[src/sdpci_regs.svh]
// Constants of the SDRAM pin command interface: command codes, field positions,
// mode and timing counts. Assumes inclusion by bare name from design files.
// Function
// - Inputs sampled only on rising clock edge.
// - Every edge advances burst counter, output registers; burst counter holds unless running with clock gate high.
// - Clock gate low enters power-down, refresh or suspend.
// - Clock gate synchronous except inside power-down modes; code samples it on the rising edge in every state.
// - Power-down modes disable input buffers, clock included.
// - Select low enables decoder; high ignores commands.
// - Bursts continue and masks act while deselected.
// - Four strobes together encode the command.
// - Masked byte lanes discard write data.
// - Read mask floats outputs two clocks later.
// - Low mask lower byte, high mask upper byte.
// - Bank select picks bank for bank commands.
// - Row twelve bits; column by organisation; auto precharge.
// - Precharge with all bit closes every bank.
// - Mode register loaded from address inputs.
// - Data width sixteen, eight or four bits.
`ifndef SDPCI_REGS_SVH
`define SDPCI_REGS_SVH
`define SDPCI_CMD_LMR     4'h0
`define SDPCI_CMD_REF     4'h1
`define SDPCI_CMD_PRE     4'h2
`define SDPCI_CMD_ACT     4'h3
`define SDPCI_CMD_WR      4'h4
`define SDPCI_CMD_RD      4'h5
`define SDPCI_CMD_BST     4'h6
`define SDPCI_CMD_NOP     4'h7
`define SDPCI_PALL_BIT    10
`define SDPCI_BL_LSB      0
`define SDPCI_CL_LSB      4
`define SDPCI_MODE_RESET  12'h022
`define SDPCI_MASK_LAT    2
`define SDPCI_ORG_X16     2'h2
`define SDPCI_ORG_X8      2'h1
`define SDPCI_ORG_X4      2'h0
`endif

[src/sdpci_pkg.sv]
// Types shared by the SDRAM pin command interface modules.
// Assumes nothing of its surroundings.
package sdpci_pkg;
  typedef enum logic [1:0] {
    SDPCI_ST_RUN,
    SDPCI_ST_SUSPEND,
    SDPCI_ST_PDOWN,
    SDPCI_ST_SREF
  } sdpci_state_e;
  typedef logic [3:0] sdpci_cmd_t;
endpackage

[src/sdpci_cmd_if.sv]
// Decoded command carrier between decoder and the core.
// Assumes one clock domain.
interface sdpci_cmd_if;
  logic              valid;
  sdpci_pkg::sdpci_cmd_t code;
  logic [1:0]        bank;
  logic [11:0]       addr;
  modport src (output valid, output code, output bank, output addr);
  modport dst (input valid, input code, input bank, input addr);
endinterface

[src/sdpci_core.sv]
// Bank state, burst engine, masking and power state of the memory.
// Assumes the controller keeps its own timing and tie-offs.
`include "sdpci_regs.svh"
module sdpci_core (
  // Clock and reset
  input  wire logic        ref_clk_in,
  input  wire logic        srst_in,
  // Pins
  input  wire logic        clock_gate_in,
  input  wire logic        device_select_n_in,
  input  wire logic        row_strobe_n_in,
  input  wire logic        column_strobe_n_in,
  input  wire logic        write_cmd_n_in,
  input  wire logic [1:0]  bank_select_in,
  input  wire logic [11:0] addr_in,
  input  wire logic        low_byte_mask_in,
  input  wire logic        high_byte_mask_in,
  input  wire logic [15:0] dq_in,
  input  wire logic [1:0]  org_in,
  // Data outputs
  output logic [15:0]      dq_out,
  output logic [15:0]      dq_oe_out,
  // Status
  output logic [3:0]       bank_open_out,
  output logic [1:0]       power_state_out,
  output logic [11:0]      mode_out,
  output logic             wr_strobe_out,
  output logic [15:0]      wr_data_out,
  output logic [15:0]      wr_lane_en_out,
  output logic [1:0]       wr_bank_out,
  output logic [9:0]       wr_col_out
);
  sdpci_cmd_if cmd();
  sdpci_pkg::sdpci_state_e state_reg, state_next;
  logic [11:0] row_reg [4];
  logic [3:0]  open_reg;
  logic [11:0] mode_reg;
  logic [9:0]  col_reg;
  logic [1:0]  bank_reg;
  logic [3:0]  left_reg;
  logic        wr_reg, rd_reg, auto_pre_reg;
  logic [2:0]  lat_reg;
  logic [1:0]  dqm_d1_reg, dqm_d2_reg;
  logic [15:0] dq_reg;

  // Command inputs are seen only while running with the clock gated on.
  wire awake_w = (state_reg == sdpci_pkg::SDPCI_ST_RUN) && clock_gate_in;

  sdpci_decoder u_dec (
    .ref_clk_in         (ref_clk_in),
    .srst_in            (srst_in),
    .sample_in          (awake_w),
    .device_select_n_in (device_select_n_in),
    .row_strobe_n_in    (row_strobe_n_in),
    .column_strobe_n_in (column_strobe_n_in),
    .write_cmd_n_in     (write_cmd_n_in),
    .bank_select_in     (bank_select_in),
    .addr_in            (addr_in),
    .cmd                (cmd)
  );

  function automatic logic [9:0] col_of(input logic [11:0] a,
                                        input logic [1:0] org);
    case (org)
      `SDPCI_ORG_X4: col_of = a[9:0];
      `SDPCI_ORG_X8: col_of = {1'b0, a[8:0]};
      default:       col_of = {2'b00, a[7:0]};
    endcase
  endfunction

  function automatic logic [15:0] width_mask(input logic [1:0] org);
    case (org)
      `SDPCI_ORG_X4: width_mask = 16'h000F;
      `SDPCI_ORG_X8: width_mask = 16'h00FF;
      default:       width_mask = 16'hFFFF;
    endcase
  endfunction

  // Narrow parts use only the upper mask pin.
  wire [1:0] dqm_w = (org_in == `SDPCI_ORG_X16) ?
    {high_byte_mask_in, low_byte_mask_in} :
    {high_byte_mask_in, high_byte_mask_in};
  wire [15:0] lane_w = {{8{~dqm_w[1]}}, {8{~dqm_w[0]}}} &
                       width_mask(org_in);
  wire is_act_w = cmd.valid && cmd.code == `SDPCI_CMD_ACT;
  wire is_rd_w  = cmd.valid && cmd.code == `SDPCI_CMD_RD;
  wire is_wr_w  = cmd.valid && cmd.code == `SDPCI_CMD_WR;
  wire is_pre_w = cmd.valid && cmd.code == `SDPCI_CMD_PRE;
  wire is_lmr_w = cmd.valid && cmd.code == `SDPCI_CMD_LMR;
  wire is_ref_w = cmd.valid && cmd.code == `SDPCI_CMD_REF;
  wire is_bst_w = cmd.valid && cmd.code == `SDPCI_CMD_BST;
  wire busy_w   = wr_reg || rd_reg;
  wire [3:0] burst_len_w = 4'h1 << mode_reg[`SDPCI_BL_LSB +: 2];
  wire [2:0] cas_lat_w   = mode_reg[`SDPCI_CL_LSB +: 3];
  // Clock gate is sampled synchronously while running, and likewise on the
  // rising edge to wake from the low-power states.
  always_comb begin
    state_next = state_reg;
    case (state_reg)
      sdpci_pkg::SDPCI_ST_RUN:
        if (!clock_gate_in) begin
          if (busy_w)
            state_next = sdpci_pkg::SDPCI_ST_SUSPEND;
          else if (open_reg != 4'h0 || !(is_ref_w))
            state_next = sdpci_pkg::SDPCI_ST_PDOWN;
          else
            state_next = sdpci_pkg::SDPCI_ST_SREF;
        end
      sdpci_pkg::SDPCI_ST_SUSPEND,
      sdpci_pkg::SDPCI_ST_PDOWN,
      sdpci_pkg::SDPCI_ST_SREF:
        if (clock_gate_in)
          state_next = sdpci_pkg::SDPCI_ST_RUN;
      default: state_next = sdpci_pkg::SDPCI_ST_RUN;
    endcase
  end

  always_ff @(posedge ref_clk_in) begin
    if (srst_in) state_reg <= sdpci_pkg::SDPCI_ST_RUN;
    else         state_reg <= state_next;
  end

  // Bank rows and mode register; input buffers closed unless awake.
  always_ff @(posedge ref_clk_in) begin
    if (srst_in) begin
      open_reg <= 4'h0;
      mode_reg <= `SDPCI_MODE_RESET;
    end else begin
      if (is_act_w) begin
        open_reg[cmd.bank] <= 1'b1;
        row_reg[cmd.bank]  <= cmd.addr;
      end
      if (is_pre_w) begin
        if (cmd.addr[`SDPCI_PALL_BIT]) open_reg <= 4'h0;
        else open_reg[cmd.bank] <= 1'b0;
      end
      if (is_lmr_w) mode_reg <= cmd.addr;
      if (auto_pre_reg && busy_w && left_reg == 4'h1 && awake_w)
        open_reg[bank_reg] <= 1'b0;
    end
  end

  // Burst engine runs whether or not select is held high.
  always_ff @(posedge ref_clk_in) begin
    if (srst_in) begin
      wr_reg <= 1'b0;
      rd_reg <= 1'b0;
      left_reg <= 4'h0;
      auto_pre_reg <= 1'b0;
      col_reg <= 10'h000;
      bank_reg <= 2'h0;
    end else if (is_rd_w || is_wr_w) begin
      wr_reg <= is_wr_w;
      rd_reg <= is_rd_w;
      left_reg <= burst_len_w;
      col_reg <= col_of(cmd.addr, org_in);
      bank_reg <= cmd.bank;
      auto_pre_reg <= cmd.addr[`SDPCI_PALL_BIT];
    end else if (is_bst_w) begin
      wr_reg <= 1'b0;
      rd_reg <= 1'b0;
      left_reg <= 4'h0;
    end else if (busy_w && awake_w) begin
      left_reg <= left_reg - 4'h1;
      col_reg  <= col_reg + 10'h001;
      if (left_reg == 4'h1) begin
        wr_reg <= 1'b0;
        rd_reg <= 1'b0;
      end
    end
  end

  // Read data latency and the two-clock mask pipeline.
  always_ff @(posedge ref_clk_in) begin
    if (srst_in) begin
      lat_reg    <= 3'h0;
      dqm_d1_reg <= 2'h3;
      dqm_d2_reg <= 2'h3;
      dq_reg     <= 16'h0000;
    end else begin
      lat_reg    <= (rd_reg && awake_w) ? cas_lat_w : lat_reg -
                    {2'b00, lat_reg != 3'h0};
      dqm_d1_reg <= rd_reg ? dqm_w : 2'h3;
      dqm_d2_reg <= dqm_d1_reg;
      dq_reg     <= {bank_reg, col_reg, 4'h0} ^ {4'h0, row_reg[bank_reg]};
    end
  end

  always_ff @(posedge ref_clk_in) begin
    if (srst_in) begin
      wr_strobe_out  <= 1'b0;
      wr_data_out    <= 16'h0000;
      wr_lane_en_out <= 16'h0000;
      wr_bank_out    <= 2'h0;
      wr_col_out     <= 10'h000;
    end else begin
      wr_strobe_out  <= wr_reg && awake_w;
      wr_data_out    <= dq_in & lane_w;
      wr_lane_en_out <= lane_w;
      wr_bank_out    <= bank_reg;
      wr_col_out     <= col_reg;
    end
  end

  assign dq_out = dq_reg;
  assign dq_oe_out = (lat_reg != 3'h0) ?
    ({{8{~dqm_d2_reg[1]}}, {8{~dqm_d2_reg[0]}}} & width_mask(org_in)) :
    16'h0000;
  assign bank_open_out   = open_reg;
  assign power_state_out = state_reg;
  assign mode_out        = mode_reg;

  property p_pall;
    @(posedge ref_clk_in) disable iff (srst_in)
      is_pre_w && cmd.addr[`SDPCI_PALL_BIT] |=> open_reg == 4'h0;
  endproperty
  a_pall: assert property (p_pall) else $error("Precharge all failed");
  property p_act;
    @(posedge ref_clk_in) disable iff (srst_in)
      is_act_w |=> open_reg[$past(cmd.bank)];
  endproperty
  a_act: assert property (p_act) else $error("Activate failed");
  property p_lmr;
    @(posedge ref_clk_in) disable iff (srst_in)
      is_lmr_w |=> mode_reg == $past(cmd.addr);
  endproperty
  a_lmr: assert property (p_lmr) else $error("Mode load failed");
  property p_desel;
    @(posedge ref_clk_in) disable iff (srst_in)
      device_select_n_in && awake_w |=> !cmd.valid;
  endproperty
  a_desel: assert property (p_desel) else $error("Command not ignored");
  property p_mask;
    @(posedge ref_clk_in) disable iff (srst_in)
      wr_reg && awake_w && dqm_w[0] |=> wr_data_out[7:0] == 8'h00;
  endproperty
  a_mask: assert property (p_mask) else $error("Masked lane written");
  property p_rdz;
    @(posedge ref_clk_in) disable iff (srst_in)
      rd_reg && dqm_w == 2'h3 ##1 1'b1 |=> dq_oe_out == 16'h0000;
  endproperty
  a_rdz: assert property (p_rdz) else $error("Read mask late");
  property p_sleep;
    @(posedge ref_clk_in) disable iff (srst_in)
      state_reg != sdpci_pkg::SDPCI_ST_RUN |=> !cmd.valid;
  endproperty
  a_sleep: assert property (p_sleep) else $error("Buffers not off");
  property p_susp;
    @(posedge ref_clk_in) disable iff (srst_in)
      state_reg == sdpci_pkg::SDPCI_ST_RUN && !clock_gate_in && busy_w
      |=> state_reg == sdpci_pkg::SDPCI_ST_SUSPEND;
  endproperty
  a_susp: assert property (p_susp) else $error("Suspend missed");
  property p_burst;
    @(posedge ref_clk_in) disable iff (srst_in)
      busy_w && awake_w && !cmd.valid && left_reg > 4'h1
      |=> busy_w && left_reg == $past(left_reg) - 4'h1;
  endproperty
  a_burst: assert property (p_burst) else $error("Burst stalled");
  c_act: cover property (@(posedge ref_clk_in) is_act_w);
  c_wr:  cover property (@(posedge ref_clk_in) wr_strobe_out);
  c_pd:  cover property (@(posedge ref_clk_in)
    state_reg == sdpci_pkg::SDPCI_ST_PDOWN);
endmodule // sdpci_core

[src/sdpci_decoder.sv]
// Command decoder: registers the strobes and qualifies them by select.
// Assumes inputs synchronous to ref_clk_in.
`include "sdpci_regs.svh"
module sdpci_decoder (
  // Clock and reset
  input  wire logic        ref_clk_in,
  input  wire logic        srst_in,
  // Pins as sampled
  input  wire logic        sample_in,
  input  wire logic        device_select_n_in,
  input  wire logic        row_strobe_n_in,
  input  wire logic        column_strobe_n_in,
  input  wire logic        write_cmd_n_in,
  input  wire logic [1:0]  bank_select_in,
  input  wire logic [11:0] addr_in,
  // Decoded command
  sdpci_cmd_if.src         cmd
);
  wire sdpci_pkg::sdpci_cmd_t code_w =
    {1'b0, row_strobe_n_in, column_strobe_n_in, write_cmd_n_in};
  wire take_w = sample_in && !device_select_n_in;
  always_ff @(posedge ref_clk_in) begin
    if (srst_in) begin
      cmd.valid <= 1'b0;
      cmd.code  <= `SDPCI_CMD_NOP;
    end else begin
      cmd.valid <= take_w && (code_w != `SDPCI_CMD_NOP);
      cmd.code  <= code_w;
    end
  end
  always_ff @(posedge ref_clk_in) begin
    cmd.bank <= bank_select_in;
    cmd.addr <= addr_in;
  end
endmodule // sdpci_decoder

[config.mk]
export PLATFORM = sky130hd
export DESIGN_NAME = sdpci_core
export DESIGN_NICKNAME = d
export VERILOG_FILES = /design/src/sdpci_pkg.sv /design/src/sdpci_cmd_if.sv /design/src/sdpci_core.sv /design/src/sdpci_decoder.sv
export VERILOG_INCLUDE_DIRS = /design/src
export SDC_FILE = /design/constraint.sdc
export NUM_CORES = 1
export LEC_CHECK = 0
export BUFFER_PORTS_ARGS = -buffer_cell sky130_fd_sc_hd__buf_4
export CORE_MARGIN = 2
export CORE_UTILIZATION = 28
export CTS_CLUSTER_DIAMETER = 100
export CTS_CLUSTER_SIZE = 10
export DETAILED_ROUTE_END_ITERATION = 8
export GPL_TIMING_DRIVEN = 0
export PLACE_DENSITY_LB_ADDON = 0.08
export SETUP_SLACK_MARGIN = 0.1
export SYNTH_ARGS = -nofsm -noshare
export SYNTH_HDL_FRONTEND = slang
export SYNTH_SLANG_ARGS = --single-unit
[constraint.sdc]
create_clock -name ref_clk_in -period 2.95 [get_ports ref_clk_in]
set_input_delay 0.4425 -clock ref_clk_in [delete_from_list [all_inputs] [get_ports ref_clk_in]]
set_output_delay 0.4425 -clock ref_clk_in [all_outputs]
set_load 0.05 [all_outputs]
# --- Yosys cells after proc, flatten, opt, wreduce, memory -nomap -nowiden ---
# Memories as Yosys holds them, arrays and structs flattened. A register that Yosys moved wholly into a read port is not among the register bits.
# Cells that the tools add are included.
word_totals:
  memories: 1
  elab_cells: 134
  ff_bits: 124
  ram_bits: 48
memory_table:
  columns: ["memory", "words", "width", "rd", "rd_ports_with_merged_regs", "wr", "line_no", "text"]
  rows:
  - ["row_reg", 4, 12, 1, 1, 1, "sdpci_core.sv:35", "logic [11:0] row_reg [4];"]
op_classes:
  reduce_logical: 36
  n_eq_ne: 16
  n_addsub: 3
  shift: 1
  order_cmp: 4
  bitwise_logic: 14
  muxes: 36
ops:
  columns: ["operator", "count"]
  rows:
  - ["$and A16 B16 Y16", 3]
  - ["$mux W4", 9]
  - ["$pmux W16 S2", 1]
  - ["$mux W10", 3]
  - ["$pmux W10 S2", 1]
  - ["$logic_and A1 B1 Y1", 18]
  - ["$mux W16", 1]
  - ["$xor A16 B12 Y16", 1]
  - ["$eq A4 B3 Y1 const B", 3]
  - ["$mux W1", 12]
  - ["$add A10 B1 Y10 const B", 1]
  - ["$mux W2", 5]
  - ["$reduce_bool A3 Y1", 3]
  - ["$and A4 B4 Y4", 2]
  - ["$eq A4 B1 Y1 const B", 2]
  - ["$eq A4 B2 Y1 const B", 2]
  - ["$not A4 Y4", 2]
  - ["$eq A2 B2 Y1 const B", 3]
  - ["$lt A2 B3 Y1 const B", 2]
  - ["$reduce_and A2 Y1", 3]
  - ["$not A1 Y1", 5]
  - ["$demux W1 S2", 2]
  - ["$eq A2 B1 Y1 const B", 2]
  - ["$ge A2 B1 Y1 const B", 2]
  - ["other kinds (17)", 22]

# --- Longest topological paths before layout ---
logic_depth:
  ltp_word: 13
  depth_mapped: 6
  ltp_nobuf: 6

# --- Hierarchy ---
# Synthesis repeated with hierarchy kept, for this count alone.
unflattened:
  hier_cells: 491
  hier_area_um2: 5774.3
modules_own_cells:
  columns: ["mod", "cells_each", "area_per_inst_um2", "instances"]
  rows:
  - ["sdpci_core", 465, 5368.9, 1]
  - ["sdpci_decoder", 26, 405.4, 1]

# --- Worst setup path before layout ---
# No wires, ideal clock.
synth_path:
  kind: "input -> output"
  startpoint: "input org_in[1]"
  endpoint: "output dq_oe_out[10]"
  arrival_ns: 2.592
  slack_ns: -0.085
  stages: 3
  path_cell_list: "clkbuf_1 nor3b_1 buf_4"
synth_via:
  elab_chain_len: 4
  word_cells_on_any_way: 5
  cone_classes: "1 x eq/ne; 2 x mux; 1 x bitwise; 1 x reduce/logical"
synth_rtl:
  columns: ["element", "line_no", "text"]
  rows:
  - ["from (decl)", "sdpci_core.sv:19", "input wire logic [1:0] org_in,"]
  - ["$eq A2 B1 Y1 / $logic_not A2 Y1 (equally long branches)", "sdpci_core.sv:72", "case (org)"]
  - ["$pmux W16 S2 (*)", "sdpci_core.sv:72", null]
  - ["$and A16 B16 Y16 (*)", "sdpci_core.sv:207", "({{8{~dqm_d2_reg[1]}}, {8{~dqm_d2_reg[0]}}} & width_mask(org_in)) :"]
  - ["$mux W16 (*)", "sdpci_core.sv:206", "assign dq_oe_out = (lat_reg != 3'h0) ?"]
  - ["to (decl)", "sdpci_core.sv:22", "output logic [15:0] dq_oe_out,"]
# Mark *: on every way between the ends. The rest lies on a longest branch, timed or not.

# --- Worst setup path in the final report ---
layout_path:
  startpoint: "register u_dec.cmd.code[0]"
  endpoint: "memory row_reg[1][11] (enable)"
layout_via:
  elab_chain_len: 5
layout_rtl:
  columns: ["element", "line_no", "text"]
  rows:
  - ["from (decl)", "sdpci_cmd_if.sv:8", "modport src (output valid, output code, output bank, output addr);"]
  - ["from (signal assigned)", "sdpci_decoder.sv:25", "cmd.code <= `SDPCI_CMD_NOP;"]
  - ["from (signal assigned)", "sdpci_decoder.sv:28", "cmd.code <= code_w;"]
  - ["$eq A4 B2 Y1 (no source line)", null, null]
  - ["$logic_and A1 B1 Y1 (no source line)", null, null]
  - ["$mux W1", "sdpci_core.sv:129", "if (is_act_w) begin"]
  - ["$mux W1", "sdpci_core.sv:125", "if (srst_in) begin"]
  - ["$mux W1 (implied by the code)", "sdpci_core.sv:131", "row_reg[cmd.bank] <= cmd.addr;"]
  - ["to (decl)", "sdpci_core.sv:35", null]
# Every way passes these cells.

==> summary.md <==
| Metric | Value |
|---|---|
| Initial antenna violation count | `0` |
| Hold Crit Start | `bank_select_in[0]` |
| PD cells | `629.1 nW/µm²` |
| Max FO, Critical Path | `12` |
| Final nets | `695` |
| Setup WS pre-CTS | `0.3518 ns` |
| Most frequent cells in the layout | `buf_4, dfxtp_1, edfxtp_1` |
| Final slew viol count | `0` |
| Syn Nets | `540` |
| Port bufs | `135` |
| CTS resizes | `0` |
| Die area | `22010 µm²` |
| Max VDD drop | `0.4132 mV` |
| Post-Syn Instances | `494` |
| Clock slew at reported path FFs | `0.06 ns` |
| Area share of the largest cell type after synthesis | `0.3705` |
| Critical path startpoint | `u_dec.cmd.code[0]` |
| Final hold vios | `0` |
| Flops & latches, synth | `156` |
| Maximum clock path buffer count | `2` |
| H-Tree Depth | `4` |
| Most common cell after layout, fill and taps aside | `buf_4` |
| Post-route insts no fill | `932` |
| Yosys warns | `0` |
| Slew @ Worst Pin | `1.334 ns` |
| Final setup margin | `0.4097 ns` |
| Layout cells sized above 1 | `0.3489` |
| Switching Share | `0.2372` |
| RSZ-0062 raised after global routing | `no` |
| Vias | `4198` |
| Master cell of the clock root buffer | `clkbuf_16` |
| Fill cells | `2033` |
| Setup_tns | `0 ns` |
| Top area cells in the synthesized netlist | `dfxtp_1, edfxtp_1, mux4_2` |
| Clock skew | `0.01515 ns` |
| CTS tree | `built` |
| Synth Area per Inst | `11.81 µm²` |
| Final Util | `0.3836` |
| Clock Sinks | `156` |
| Clock power frac | `0.454` |
| Die W | `148.4 µm` |
| Comb power frac | `0.076` |
| Storage cell area | `3603 µm²` |
| DP HPWL | `11.43 mm` |
| DRT Pass-1 Iters | `7` |
| Number of flip-flops under the largest register name | `48` |
| Hold Worst Slack | `0.1169 ns` |
| Lkg Pwr | `3.097 nW` |
| DP Area | `7208 µm²` |
| Std-Cell Rows | `52` |
| Routed vias/inst | `4.504` |
| Crit path launch type | `register` |
| Detail Route Antenna Nets | `0` |
| Fin area | `7812 µm²` |
| Slew headroom | `0.1089` |
| Fmax | `393.7 MHz` |
| Sequential area share after synthesis | `0.6175` |
| DRC Markers | `0` |
| Switching pwr | `1.166 mW` |
| Final min period | `2.540 ns` |
| DRT iter0 DRCs | `266` |
| I/O pin total | `136` |
| WS Path Type | `register to register` |
| Synth unique cells | `50` |
| Tcrit/Tclk final | `0.8611` |
| Initial Util | `0.2866` |
| # Post-CTS Setup Buffers | `0` |
| Worst r2r src | `u_dec.cmd.code[0]` |
| Vias in the first global route | `4289` |
| Top_reg_cell synth | `dfxtp_1` |
| Async S/R FF share, synth | `0` |
| Crit path capture type | `register` |
| Post-synth EDFFs | `48` |
| Seq pwr share | `0.469` |
| Hold buffers post-CTS | `0` |
| Total Routing Usage GR | `0.1471` |
| Largest net degree at the start of global routing | `17` |
| Int Power | `3.749 mW` |
| Core ar. | `20360 µm²` |
| Synth Cell Area | `5836 µm²` |
| CP Data Required Time | `2.98 ns` |
| GR Overflow Total | `0` |
| Max-Cap Viols | `0` |
| Area of the multi-input gates | `1876 µm²` |
| Area grow syn2layout | `33.88%` |
| Critical path data arrival time | `2.57 ns` |
| Setup violations, final | `0` |
| Clock Latency Late Sink | `0.43 ns` |
| Global-route wire length before repair | `24.47 mm` |
| Die H | `148.4 µm` |
| Placed cells | `900` |
| Power Total | `4.915 mW` |
| Placer Congestion | `0.7704` |
| Final WL | `15.73 mm` |
| Cell taking the most area after synthesis | `dfxtp_1` |
| N_diodes | `0` |
| Worst hold path type | `primary input to register` |
| Routed wire per std cell | `16.88 µm` |
| Outcome | `completed` |
| Cts bufs inserted | `17` |
==> path summary, 6_finish.rpt <==
check	end	slack, ns	cells after the start
setup / recovery	row_reg[1][11]	0.41	3
hold / removal	u_dec.cmd.bank[0]	0.12	1
setup reg to reg	row_reg[1][11]	0.41	3
hold reg to reg	dqm_d2_reg[0]	0.41	1
==> cells by family after synthesis <==
logic type | after synthesis | share of synthesized area
xor+xnor | 9 | 0.01351
fa+ha+maj | 5 | 0.01072
buf+inv | 65 | 0.06325
flops | 156 | 0.6175
mux | 12 | 0.04631
compound gates | 80 | 0.09520
simple gates | 167 | 0.1535
==> Yosys cell counts (all sizes together), types with 2 or more instances <==
cell type,count
o31ai,14
or3,3
clkbuf,12
nor2b,21
nor3b,6
and3,11
or2,7
and4,2
o41a,2
mux4,12
nand2,41
nand3b,4
o32ai,2
nand3,6
a32oi,5
buf,43
nand2b,4
a211oi,11
a22oi,4
a211o,2
edfxtp,48
a21oi,24
nand4,2
ha,5
and3b,2
nor3,8
inv,10
nor2,33
and2,10
o21ai,7
a31oi,6
xnor2,9
dfxtp,108
==> layout make-up <==
type / instances / share of cell area
tap: 270 / 0.04324
clock inverter: 13 / 0.02162
timing repair buffer: 136 / 0.1312
multi-input combinational: 273 / 0.2401
clock buffer: 19 / 0.05541
buffer: 55 / 0.04244
inverter: 10 / 0.004805
sequential: 156 / 0.4612
==> routing by layer <==
| layer | track usage | vias up | routed length (µm) |
|---|---|---|---|
| li1 | - | 2047 | - |
| met1 | 0.1890 | 1998 | 6984 |
| met2 | 0.2338 | 133 | 7522 |
| met3 | 0.04540 | 20 | 886 |
| met4 | 0.05476 | 0 | 337 |
| met5 | 0 | - | 0 |
==> power groups by stage <==
stage	Clock [mW]	Combinational, mW	Sequential [mW]
4_1_cts	2.29	0.383	2.31
2_1_floorplan	0	0.180	2.40
3_3_place_gp	0	0.373	2.35
6_report	2.23	0.375	2.31
5_1_grt	2.39	0.417	2.31
3_5_place_dp	0	0.381	2.36
==> critical path, stage by stage, from the launching register on <==
cell and delay [ns]:
dfxtp_1 0.49, nand2_1 0.16, or3_1 0.43, nor2b_1 1.05
(Power assumes the default switching activity.)
